--- src/design/sri_pkg.sv ---
package sri_pkg;

    ////////////////////////////////////////////////////////////////////////////
    // Timing
    localparam int MCLK_PERIOD_NS     = 10;
    localparam int MACHINE_CYCLE_NS   = 10;
    localparam int RST_LOW_MIN_MC     = 1;
    localparam int RST_LOW_MIN_NS     = RST_LOW_MIN_MC * MACHINE_CYCLE_NS;
    localparam int RST_LOW_CYCLES_RAW = (RST_LOW_MIN_NS + MCLK_PERIOD_NS - 1) / MCLK_PERIOD_NS;
    localparam int RST_LOW_CYCLES     = (RST_LOW_CYCLES_RAW < 1) ? 1 : RST_LOW_CYCLES_RAW;
    localparam int LOW_CNT_W          = 4;

    ////////////////////////////////////////////////////////////////////////////
    // Widths
    localparam int PC_W    = 14;
    localparam int NIB_W   = 4;
    localparam int LATCH_W = 24;
    localparam int STRUC_W = 15;
    localparam int GEN_W   = 8;

    ////////////////////////////////////////////////////////////////////////////
    // Field positions in the port latch vector
    localparam int LAT_D_LSB  = 0;
    localparam int LAT_P0_LSB = 7;
    localparam int LAT_P1_LSB = 11;
    localparam int LAT_P2_LSB = 15;
    localparam int LAT_P3_LSB = 18;
    localparam int LAT_P6_LSB = 20;

    ////////////////////////////////////////////////////////////////////////////
    // Types
    typedef enum logic {SRI_RESET, SRI_RUN} sri_phase_t;

    typedef enum logic [1:0] {OSC_ONCHIP, OSC_CERAMIC, OSC_RC, OSC_QUARTZ} sri_osc_t;

    typedef enum logic [3:0] {
        SEL_IRQ_CTRL_A, SEL_IRQ_CTRL_B, SEL_EXT_IRQ_CFG_A, SEL_TMR_CTRL_SIX,
        SEL_CLOCK_MODE, SEL_ADC_CTRL_A, SEL_ADC_CTRL_B, SEL_WAKEUP_CTRL_A,
        SEL_WAKEUP_CTRL_B, SEL_PULLUP_CTRL_A, SEL_PULLUP_CTRL_B
    } sri_sel_t;

    typedef struct packed {
        logic global_irq_enable;
        logic ext0_irq_request;
        logic ext1_irq_request;
        logic tmr1_irq_request;
        logic tmr2_irq_request;
        logic tmr3_irq_request;
        logic tmr4_irq_request;
        logic wdog_flag_a;
        logic wdog_flag_b;
        logic wdog_enable_flag;
        logic adc_done_flag;
        logic power_down_flag;
    } sri_flags_t;

    typedef struct packed {
        logic [NIB_W-1:0] irq_ctrl_a;
        logic [NIB_W-1:0] irq_ctrl_b;
        logic [NIB_W-1:0] ext_irq_cfg_a;
        logic [NIB_W-1:0] tmr_ctrl_six;
        logic [NIB_W-1:0] clock_mode_reg;
        logic [NIB_W-1:0] adc_ctrl_a;
        logic [NIB_W-1:0] adc_ctrl_b;
        logic [NIB_W-1:0] wakeup_ctrl_a;
        logic [NIB_W-1:0] wakeup_ctrl_b;
        logic [NIB_W-1:0] pullup_ctrl_a;
        logic [NIB_W-1:0] pullup_ctrl_b;
    } sri_ctrl_t;

    typedef struct packed {
        sri_phase_t           phase;
        logic [LOW_CNT_W-1:0] low_cnt;
        logic [PC_W-1:0]      pc;
        sri_flags_t           flags;
        sri_ctrl_t            ctrl;
        logic [LATCH_W-1:0]   latch;
        logic [STRUC_W-1:0]   push_pull;
        sri_osc_t             osc;
        logic [GEN_W-1:0]     gen;
    } sri_state_t;

    ////////////////////////////////////////////////////////////////////////////
    // Reset values
    localparam logic [PC_W-1:0]    PC_RST        = 14'h0000;
    localparam sri_flags_t         FLAGS_RST     = 12'h004;
    localparam logic [NIB_W-1:0]   NIB_ZERO      = 4'h0;
    localparam logic [NIB_W-1:0]   CLOCK_MODE_RST = 4'hf;
    localparam logic [LATCH_W-1:0] LATCH_RST     = 24'hffffff;
    localparam logic [STRUC_W-1:0] PUSH_PULL_RST = 15'h0000;
    localparam logic [GEN_W-1:0]   GEN_RST       = 8'h00;
    localparam logic [LOW_CNT_W-1:0] LOW_CNT_MAX = 4'hf;

endpackage

--- src/design/sri_reset_init.sv ---
// Operation
// - Reset pin low one machine cycle resets
// - Release starts execution at page 0 address 0
// - Program counter loaded with zeros during reset
// - Reset state unchanged at release
// - All port output latches set to one
// - D and P0/P1 become open-drain
// - P0 and P1 pull-ups switched off
// - Global interrupt enable cleared
// - Both external interrupt requests cleared
// - Interrupt control registers A and B zeroed
// - External interrupt config register A zeroed
// - Four timer interrupt requests cleared
// - Both watchdog flags cleared
// - Watchdog enable flag set to one
// - Timer control register six zeroed
// - Clock mode register set to ones
// - ADC done flag, control A/B zeroed
// - Wakeup control registers A and B zeroed
// - Both pull-up control registers zeroed
// - On-chip oscillator runs, others stopped
// - Uninitialised state undefined, software sets it
// - Pin reset leaves power-down flag zero
`timescale 1ns/1ps

module sri_reset_init
    import sri_pkg::*;
(
    // Clock, reset, enable
    input  wire logic                     MCLK,
    input  wire logic                     RESETN,
    input  wire logic                     CE,
    // Reset sources (asynchronous)
    input  wire logic                     RESET_PIN_N,
    input  wire logic                     POR,
    // Program counter control from the core
    input  wire logic                     PC_STEP,
    input  wire logic                     PC_LOAD,
    input  wire logic [sri_pkg::PC_W-1:0] PC_VALUE,
    // Control register writes
    input  wire logic                     REG_WR,
    input  wire sri_pkg::sri_sel_t        REG_SEL,
    input  wire logic [sri_pkg::NIB_W-1:0] REG_WDATA,
    // Flag set and clear strobes
    input  wire sri_pkg::sri_flags_t      FLAG_SET,
    input  wire sri_pkg::sri_flags_t      FLAG_CLR,
    // Port latch and structure writes
    input  wire logic                     LATCH_WR,
    input  wire logic [sri_pkg::LATCH_W-1:0] LATCH_WDATA,
    input  wire logic                     STRUC_WR,
    input  wire logic [sri_pkg::STRUC_W-1:0] STRUC_WDATA,
    // Oscillator selection
    input  wire logic                     OSC_WR,
    input  wire sri_pkg::sri_osc_t        OSC_WSEL,
    // General byte register
    input  wire logic                     GEN_WR,
    input  wire logic [sri_pkg::GEN_W-1:0] GEN_WDATA,
    // Counter pin drive in normal operation
    input  wire logic                     COUNTER_DRIVE,
    input  wire logic                     COUNTER_DRIVE_EN,
    // Reset status
    output logic                          SYS_RESET_N,
    output logic                          CPU_RUN,
    output logic [sri_pkg::PC_W-1:0]      PROGRAM_COUNTER,
    // Internal state
    output sri_pkg::sri_flags_t           FLAGS,
    output sri_pkg::sri_ctrl_t            CTRL,
    output logic [sri_pkg::GEN_W-1:0]     GEN_BYTE,
    // Port pins
    output logic [sri_pkg::LATCH_W-1:0]   PORT_OUT,
    output logic [sri_pkg::LATCH_W-1:0]   PORT_OE,
    output logic                          COUNTER_IO_PIN_OUT,
    output logic                          COUNTER_IO_PIN_OE,
    output logic [sri_pkg::NIB_W-1:0]     P0_PULLUP,
    output logic [sri_pkg::NIB_W-1:0]     P1_PULLUP,
    // Oscillators
    output sri_pkg::sri_osc_t             OSC_SRC,
    output logic [3:0]                    OSC_RUN
);

    ////////////////////////////////////////////////////////////////////////////
    // Synchronisers

    logic pin_n_sync;
    logic por_sync;

    sri_sync #(.W(1), .RST(1'b1)) u_pin_sync (
        .MCLK   (MCLK),
        .RESETN (RESETN),
        .CE     (CE),
        .D      (RESET_PIN_N),
        .Q      (pin_n_sync)
    );

    // Power-on reset is held asserted while the block itself is in reset
    sri_sync #(.W(1), .RST(1'b1)) u_por_sync (
        .MCLK   (MCLK),
        .RESETN (RESETN),
        .CE     (CE),
        .D      (POR),
        .Q      (por_sync)
    );

    ////////////////////////////////////////////////////////////////////////////
    // State

    sri_state_t state;
    sri_state_t next_state;

    logic [LOW_CNT_W-1:0] low_inc;
    logic                 pin_qualified;
    logic                 sys_reset;

    localparam logic [LOW_CNT_W-1:0] LOW_CYCLES = LOW_CNT_W'(RST_LOW_CYCLES);

    always_comb begin
        low_inc = (state.low_cnt == LOW_CNT_MAX) ? LOW_CNT_MAX : state.low_cnt + 4'h1;
    end

    // A low shorter than the minimum is ignored; with a one-cycle minimum any low the synchroniser samples resets
    assign pin_qualified = !pin_n_sync && (low_inc >= LOW_CYCLES);
    assign sys_reset     = pin_qualified || por_sync;

    ////////////////////////////////////////////////////////////////////////////
    // Next state

    always_comb begin
        next_state = state;
        next_state.low_cnt = pin_n_sync ? '0 : low_inc;

        if (sys_reset) begin
            next_state.phase = SRI_RESET;
            next_state.pc    = PC_RST;
            // Pin or power-on reset is a cold start
            next_state.flags = FLAGS_RST;
            next_state.ctrl.irq_ctrl_a     = NIB_ZERO;
            next_state.ctrl.irq_ctrl_b     = NIB_ZERO;
            next_state.ctrl.ext_irq_cfg_a  = NIB_ZERO;
            next_state.ctrl.tmr_ctrl_six   = NIB_ZERO;
            next_state.ctrl.clock_mode_reg = CLOCK_MODE_RST;
            next_state.ctrl.adc_ctrl_a     = NIB_ZERO;
            next_state.ctrl.adc_ctrl_b     = NIB_ZERO;
            next_state.ctrl.wakeup_ctrl_a  = NIB_ZERO;
            next_state.ctrl.wakeup_ctrl_b  = NIB_ZERO;
            next_state.ctrl.pullup_ctrl_a  = NIB_ZERO;
            next_state.ctrl.pullup_ctrl_b  = NIB_ZERO;
            next_state.latch     = LATCH_RST;
            next_state.push_pull = PUSH_PULL_RST;
            next_state.osc       = OSC_ONCHIP;
            // General byte keeps whatever it held; software must set it
        end else begin
            unique case (state.phase)
                SRI_RESET: begin
                    // Leave reset with every value exactly as reset left it
                    next_state.phase = SRI_RUN;
                end
                SRI_RUN: begin
                    if (PC_LOAD) begin
                        next_state.pc = PC_VALUE;
                    end else if (PC_STEP) begin
                        next_state.pc = state.pc + 14'h0001;
                    end

                    // Set wins over clear in the same cycle
                    next_state.flags = (state.flags & ~FLAG_CLR) | FLAG_SET;

                    if (REG_WR) begin
                        unique case (REG_SEL)
                            SEL_IRQ_CTRL_A:    next_state.ctrl.irq_ctrl_a     = REG_WDATA;
                            SEL_IRQ_CTRL_B:    next_state.ctrl.irq_ctrl_b     = REG_WDATA;
                            SEL_EXT_IRQ_CFG_A: next_state.ctrl.ext_irq_cfg_a  = REG_WDATA;
                            SEL_TMR_CTRL_SIX:  next_state.ctrl.tmr_ctrl_six   = REG_WDATA;
                            SEL_CLOCK_MODE:    next_state.ctrl.clock_mode_reg = REG_WDATA;
                            SEL_ADC_CTRL_A:    next_state.ctrl.adc_ctrl_a     = REG_WDATA;
                            SEL_ADC_CTRL_B:    next_state.ctrl.adc_ctrl_b     = REG_WDATA;
                            SEL_WAKEUP_CTRL_A: next_state.ctrl.wakeup_ctrl_a  = REG_WDATA;
                            SEL_WAKEUP_CTRL_B: next_state.ctrl.wakeup_ctrl_b  = REG_WDATA;
                            SEL_PULLUP_CTRL_A: next_state.ctrl.pullup_ctrl_a  = REG_WDATA;
                            SEL_PULLUP_CTRL_B: next_state.ctrl.pullup_ctrl_b  = REG_WDATA;
                            default: begin
                            end
                        endcase
                    end

                    if (LATCH_WR) begin
                        next_state.latch = LATCH_WDATA;
                    end
                    if (STRUC_WR) begin
                        next_state.push_pull = STRUC_WDATA;
                    end
                    if (OSC_WR) begin
                        next_state.osc = OSC_WSEL;
                    end
                    if (GEN_WR) begin
                        next_state.gen = GEN_WDATA;
                    end
                end
            endcase
        end
    end

    ////////////////////////////////////////////////////////////////////////////
    // Register

    // RESETN is the block's own start-up; the general byte is defined only
    // here so simulation never shows unknowns, not by a system reset
    always_ff @(posedge MCLK) begin
        if (!RESETN) begin
            state.phase     <= SRI_RESET;
            state.low_cnt   <= '0;
            state.pc        <= PC_RST;
            state.flags     <= FLAGS_RST;
            state.ctrl      <= '{clock_mode_reg: CLOCK_MODE_RST, default: NIB_ZERO};
            state.latch     <= LATCH_RST;
            state.push_pull <= PUSH_PULL_RST;
            state.osc       <= OSC_ONCHIP;
            state.gen       <= GEN_RST;
        end else if (CE) begin
            state <= next_state;
        end
    end

    ////////////////////////////////////////////////////////////////////////////
    // Outputs

    assign SYS_RESET_N     = (state.phase == SRI_RUN);
    assign CPU_RUN         = (state.phase == SRI_RUN);
    assign PROGRAM_COUNTER = state.pc;
    assign FLAGS           = state.flags;
    assign CTRL            = state.ctrl;
    assign GEN_BYTE        = state.gen;
    assign P0_PULLUP       = state.ctrl.pullup_ctrl_a;
    assign P1_PULLUP       = state.ctrl.pullup_ctrl_b;
    assign OSC_SRC         = state.osc;

    // On-chip oscillator always runs; one other runs only when selected
    always_comb begin
        OSC_RUN = 4'h1;
        OSC_RUN[state.osc] = 1'b1;
    end

    // Open-drain bits only pull low, so a latch of one floats the pin.
    // Ports beyond P1 have no structure control and stay open-drain.
    genvar i;
    generate
        for (i = 0; i < LATCH_W; i++) begin : g_pin
            if (i < STRUC_W) begin : g_sel
                assign PORT_OUT[i] = state.push_pull[i] & state.latch[i];
                assign PORT_OE[i]  = state.push_pull[i] | ~state.latch[i];
            end else begin : g_od
                assign PORT_OUT[i] = 1'b0;
                assign PORT_OE[i]  = ~state.latch[i];
            end
        end
    endgenerate

    // Counter pin is driven low throughout reset
    assign COUNTER_IO_PIN_OUT = (state.phase == SRI_RUN) ? COUNTER_DRIVE : 1'b0;
    assign COUNTER_IO_PIN_OE  = (state.phase == SRI_RUN) ? COUNTER_DRIVE_EN : 1'b1;

endmodule

--- src/design/sri_sync.sv ---
`timescale 1ns/1ps

module sri_sync #(
    parameter int          W   = 1,
    parameter logic [W-1:0] RST = '0
) (
    // Clock and control
    input  wire logic         MCLK,
    input  wire logic         RESETN,
    input  wire logic         CE,
    // Data
    input  wire logic [W-1:0] D,
    output logic      [W-1:0] Q
);

    logic [W-1:0] stage1;

    // Stage one feeds stage two only
    always_ff @(posedge MCLK) begin
        if (!RESETN) begin
            stage1 <= RST;
            Q      <= RST;
        end else if (CE) begin
            stage1 <= D;
            Q      <= stage1;
        end
    end

endmodule

--- config.mk ---
export PLATFORM = sky130hd
export DESIGN_NAME = sri_reset_init
export DESIGN_NICKNAME = d
export VERILOG_FILES = /design/src/design/sri_pkg.sv /design/src/design/sri_reset_init.sv /design/src/design/sri_sync.sv
export SDC_FILE = /design/constraint.sdc
export NUM_CORES = 1
export LEC_CHECK = 0
export BUFFER_PORTS_ARGS = -buffer_cell sky130_fd_sc_hd__buf_2
export CORE_MARGIN = 2
export CORE_UTILIZATION = 45
export CTS_CLUSTER_DIAMETER = 100
export CTS_CLUSTER_SIZE = 16
export DETAILED_ROUTE_END_ITERATION = 12
export GPL_ROUTABILITY_DRIVEN = 0
export PLACE_DENSITY_LB_ADDON = 0.3
export SLEW_MARGIN = 20
export SYNTH_ARGS = -nofsm -noshare
export SYNTH_HDL_FRONTEND = slang
export SYNTH_SLANG_ARGS = --single-unit
--- constraint.sdc ---
create_clock -name MCLK -period 5.3 [get_ports MCLK]
set_clock_uncertainty 0.1 [all_clocks]
set_input_delay 0 -clock MCLK [delete_from_list [all_inputs] [get_ports MCLK]]
set_output_delay 0 -clock MCLK [all_outputs]
set_load 0.02 [all_outputs]
---- Yosys cells after proc, flatten, opt, wreduce, memory -nomap -nowiden ----
Index checks and enable logic that the tools add are counted.
operators by class
  add/subtract/negate cells ............... 2
  multiply operators ...................... 0
  divide/modulo/power cells ............... 0
  magnitude comparators ................... 3
  eq/ne operators ......................... 11
  shifts and indexed selects .............. 0
  multiplexer cells ....................... 27
  bitwise logic cells ..................... 58
  reduce and logical (&&, ||, !) cells .... 39
operators with widths
  operator                                                                count
  119-bit two-way mux                                                     1
  111-bit two-way mux                                                     1
  4-bit two-way mux                                                       13
  4-bit AND reduction                                                     12
  44-bit two-way mux                                                      1
  2-bit nonzero test                                                      16
  14-bit two-way mux                                                      2
  1-bit NOT                                                               25
  24-bit two-way mux                                                      1
  4-bit by 3-bit == test with 1-bit output (second input constant)        4
  4-bit == test (second input constant)                                   4
  1-bit bitwise AND                                                       15
  15-bit two-way mux                                                      1
  1-bit bitwise OR                                                        15
  14-bit by 1-bit adder with 14-bit output (second input constant)        1
  12-bit bitwise AND                                                      1
  12-bit NOT                                                              1
  12-bit bitwise OR                                                       1
  3-bit AND reduction                                                     4
  4-bit by 2-bit == test with 1-bit output (second input constant)        2
  8-bit two-way mux                                                       1
  4-bit by 1-bit adder with 4-bit output (second input constant)          1
  4-bit by 1-bit == test with 1-bit output (second input constant)        1
  4-bit by 1-bit >= comparator with 1-bit output (second input constant)  1
  11 further kinds                                                        15
storage, ports and cells
  flip-flop bits (word level) ............. 128
  bits in latches ......................... 0
  memory bits (writable) .................. 0
  memory bits (read-only) ................. 0
  input bits .............................. 109
  output and inout port bits .............. 144
  word-level logic and storage cells ...... 174
  memories kept ........................... 0

---- Depth between registers and ports, before layout ----
  depth after elaboration ................. 7
  depth in mapped cells ................... 8
  gate-level depth less buffers ........... 5

---- By module ----
A second synthesis with hierarchy kept.
unflattened totals
  cell total of the unflattened synthesis .. 797
  area total of the unflattened synthesis .. 6475.0 µm²
modules (own cells, without submodules)
  module          instances  cells an instance  area each (µm²)  sequential area each (µm²)
  sri_reset_init  1          785                6339.8           2482.4
  sri_sync        2          6                  67.6             40.0

---- Worst setup path before layout ----
OpenSTA, ideal clock, no wires.
  path kind ............................... register -> register
  from .................................... register state[119] in the netlist's numbering
  to ...................................... register state[25] in the netlist's numbering
  setup time .............................. 121 ps
  arrival ................................. 2007 ps
  required time ........................... 5079 ps
  setup slack ............................. 3072 ps
  stages on the path, launching flop included .. 7
  period minus slack after synthesis ...... 2228 ps
  cells stage by stage .................... dfxtp_1 > ha_1 > nor4b_1 > o22ai_1 > o21ai_2 > buf_2 > mux2_2
on the way
  word-level cells in the longest chain between the ends .. 7
  elaborated cells on any way between the ends .. 10
  those cells by class .................... add/sub (1); order compare (1); eq/ne (1); mux (2); reduce/logical (5)
RTL lines
  element                                                                  line                   source
  start, declared                                                          sri_reset_init.sv:107  sri_state_t state;
  start signal, assigned                                                   sri_reset_init.sv:219  state <= next_state;
  4-bit by 1-bit adder with 4-bit output or 4-bit == test (tied branches)  sri_reset_init.sv:117  low_inc = (state.low_cnt == LOW_CNT_MAX) ? LOW_CNT_MAX : state.low_cnt + 4'h1;
  4-bit two-way mux (*)                                                    sri_reset_init.sv:117
  4-bit by 1-bit >= comparator with 1-bit output (*)                       sri_reset_init.sv:121  assign pin_qualified = !pin_n_sync && (low_inc >= LOW_CYCLES);
  1-bit logical AND (*)                                                    sri_reset_init.sv:121
  1-bit logical OR (*)                                                     sri_reset_init.sv:122  assign sys_reset = pin_qualified || por_sync;
  2-bit nonzero test (no line)                                             n/a
  3-bit AND reduction (no line)                                            n/a
Mark *: on every way between the ends. The rest lies on a longest branch, timed or not.
A chain may end at the register's enable or synchronous reset.

---- Final worst setup path ----
  from .................................... register state[119] in the netlist's numbering
  to ...................................... register state (netlist bit OSC_SRC[1])
The elaborated chain is that of the path after synthesis.

==> reports/metrics.csv <==
metric,value,unit
GRT Residual Overflow,0,
largest net degree at the start of global routing,78,
Cell variety after synth,62,
ANT cells,0,
final hold violation count,0,
register area share after synthesis,36.85,%
Synth Area in Compound Gates,16.17,%
highest achievable clock rate,284.8,MHz
Die Y,128.3,um
Tmin final,3.511,ns
Die ar.,16460,um^2
Port Buffers,242,
CTS tree,done,
initial antenna violation count,0,
Met2 Wirelength,9673,um
Starting Density,45.91,%
clock sink count,128,
post-layout util,60.45,%
via count,6665,
Total Routing Usage GR,24.03,%
Max Transition Viols Final,0,
WL final,20210,um
post_cts resized,0,
CP Max Fanout,21,
Met1 Wirelength,8839,um
metal3 WL,1217,um
"Reg clk slew, reported paths",0.06,ns
num rows,45,
share of cells above drive strength 1,29.35,%
RSZ-0062 raised after global routing,no,
global-route wire length before repair,31190,um
initial DRC count,506,
WL per Instance,16.06,um
vias in the first global route,6301,
CP Data Required Time,5.56,ns
HPWL after DPL,12930,um
most frequent cells in the layout,"242 x buf_2, 127 x dfxtp_1, 100 x dlygate4sd3_1",
remaining routing DRC violations,0,
number of flops mapped to enable cells by yosys,0,
final setup margin,1.789,ns
pre-CTS WS,2.350,ns
synthesized area,6954,um^2
Post-Synth Simple-Gate Area,21.68,%
Crit path arrival time,3.77,ns
top routing layer used,met4,
post-synthesis mux area share,8.672,%
Setup CP Type,reg -> reg,
I/O pins,253,
clock root buffer,clkbuf_16,
status,finished clean,
core area,15150,um^2
maximum VDD drop,0.2234,mV
placed cells,1126,
actual slew at the worst max-slew pin,0.9720,ns
yosys warns,0,
Routed Antenna Nets,0,
Lkg Pwr,4.072,nW
Final Cycle Share,66.25,%
Synth Flop Type,dfxtp_1,
main combinational cell family by area after synthesis,simple AND/OR/NAND/NOR gates,
Synth Register Bits,128,
Final Setup Violations,0,
Total Neg Setup Slack,0,ns
adder-cell area share of the yosys netlist,0.3598,%
post-synthesis async set-or-reset flop share,0,%
vias per cell,5.298,
worst hold path class,in -> reg,
max_slew headroom,35.20,%
PwrDens,269.5,nW/um^2
nature of the critical path endpoint,flop,
Die Width,128.3,um
NumNets Final,1168,
CTS max path bufs,2,
hold slack final,0.006346,ns
Final Non-Filler Cells,1258,
Clock Latency Late Sink,0.42,ns
area grow syn2layout,31.65,%
MaxCap Viol Count,0,
Syn Inst Count,828,
Worst setup SP type,flop,
Num CTS Buffers,17,
"commonest non-fill, non-tap cell in the layout",buf_2,
CTS HTree Levels,4,
xor/xnor cell area share of the yosys netlist,0,%
Synth Area per Inst,8.399,um^2
drt pass-1 iters,5,
## Yosys cell counts, types with 2 or more instances
cell type / instances / area (um^2)
a2111oi_0: 4 / 35.03
a211oi_1: 12 / 90.09
a21o_1: 9 / 67.56
a21oi_1: 17 / 85.08
a22o_1: 16 / 140.1
a31oi_1: 2 / 12.51
and2_1: 25 / 156.4
and3_1: 3 / 18.77
buf_1: 4 / 15.01
buf_2: 7 / 35.03
buf_4: 101 / 758.2
buf_6: 6 / 67.56
clkbuf_1: 30 / 112.6
conb_1: 2 / 7.510
dfxtp_1: 128 / 2562
ha_1: 2 / 25.02
inv_1: 35 / 131.4
mux2_2: 26 / 292.8
mux2i_1: 31 / 310.3
nand2_1: 82 / 307.8
nand2b_1: 38 / 237.7
nand3_1: 69 / 345.3
nand4_1: 2 / 12.51
nor2_1: 39 / 146.4
nor2b_1: 7 / 43.79
nor3_1: 6 / 30.03
nor3b_1: 2 / 15.01
nor4_1: 10 / 62.56
o2111ai_1: 6 / 52.55
o211ai_1: 19 / 142.6
o21a_1: 4 / 30.03
o21ai_0: 23 / 115.1
o21ai_1: 3 / 15.01
o21ai_2: 2 / 17.52
o21bai_1: 3 / 22.52
o22ai_1: 15 / 93.84
o31ai_1: 6 / 45.04
or3_1: 3 / 18.77
or4_1: 6 / 45.04
## worst max-delay path: stages, from the launching register on
cell           delay, ns
dfxtp_1             0.35
ha_1                0.34
or4b_4              0.53
a221oi_4            0.88
buf_4               0.41
nand3_1             0.12
mux2i_1             0.16
dlygate4sd3_1       0.56
## sequential cells by signal (all words and copies together), names as in the netlist
register           cells
PROGRAM_COUNTER       14
P0_PULLUP              4
u_pin_sync.stage1      1
OSC_SRC                2
u_por_sync.Q           1
FLAGS                 12
state                 43
P1_PULLUP              4
GEN_BYTE               8
u_pin_sync.Q           1
CTRL                  36
CPU_RUN                1
u_por_sync.stage1      1
## power breakdown
group          total [mW]  internal (mW)  switching, mW
clock network        1.27          0.844          0.428
registers           0.975          0.969        0.00595
logic               0.221          0.106          0.115
## kinds of logic after synthesis
family,after synthesis
and+or+nand+nor,299
buffers and inverters,184
muxes,57
AOI/OAI and AO/OA,156
DFF,128
other,2
adders and majority gates,2
## path summary, 6_finish.rpt
path	startpoint	endpoint	slack [ns]	depth (start not counted)
worst max-delay path	state[119]$_SDFFE_PN0P_	OSC_SRC[1]$_SDFFE_PN0P_	1.79	7
worst min-delay path	OSC_WR	OSC_SRC[0]$_SDFFE_PN0P_	0.006	4
worst max register to register	state[119]$_SDFFE_PN0P_	OSC_SRC[1]$_SDFFE_PN0P_	1.79	7
worst min register to register	CTRL[12]$_SDFFE_PN0P_	CTRL[12]$_SDFFE_PN0P_	0.35	1
## final cells by class
cell class                 count  area (um^2)
fill                        1280         5991
multi-input combinational    524         3312
sequential                   128         2564
timing repair buffer         350         2272
clock buffer                  21        450.4
tap                          188        235.2
clock inverter                11        186.4
inverter                      36        135.1
## metal layers
metal / up-vias / track usage, %
li1: 3245 / -
met4: 0 / 10.28
met3: 39 / 5.927
met1: 3110 / 29.68
met5: - / 0
met2: 271 / 39.99
## what timing repair did
| action | CTS | global route |
|---|---|---|
| setup buffers | 0 | 0 |
| endpoints found under the hold margin | 94 | 0 |
| hold buffers | 100 | 0 |
## metrics by stage
step / total power, mW / area (um^2)
final: 2.468 / 9155
after global routing: 2.544 / 9155
after CTS: 2.481 / 9148
after detailed placement: 1.162 / 7510
after global placement: 1.162 / 7510
after floorplan: 1.099 / 6984
(Power assumes the default switching activity.)
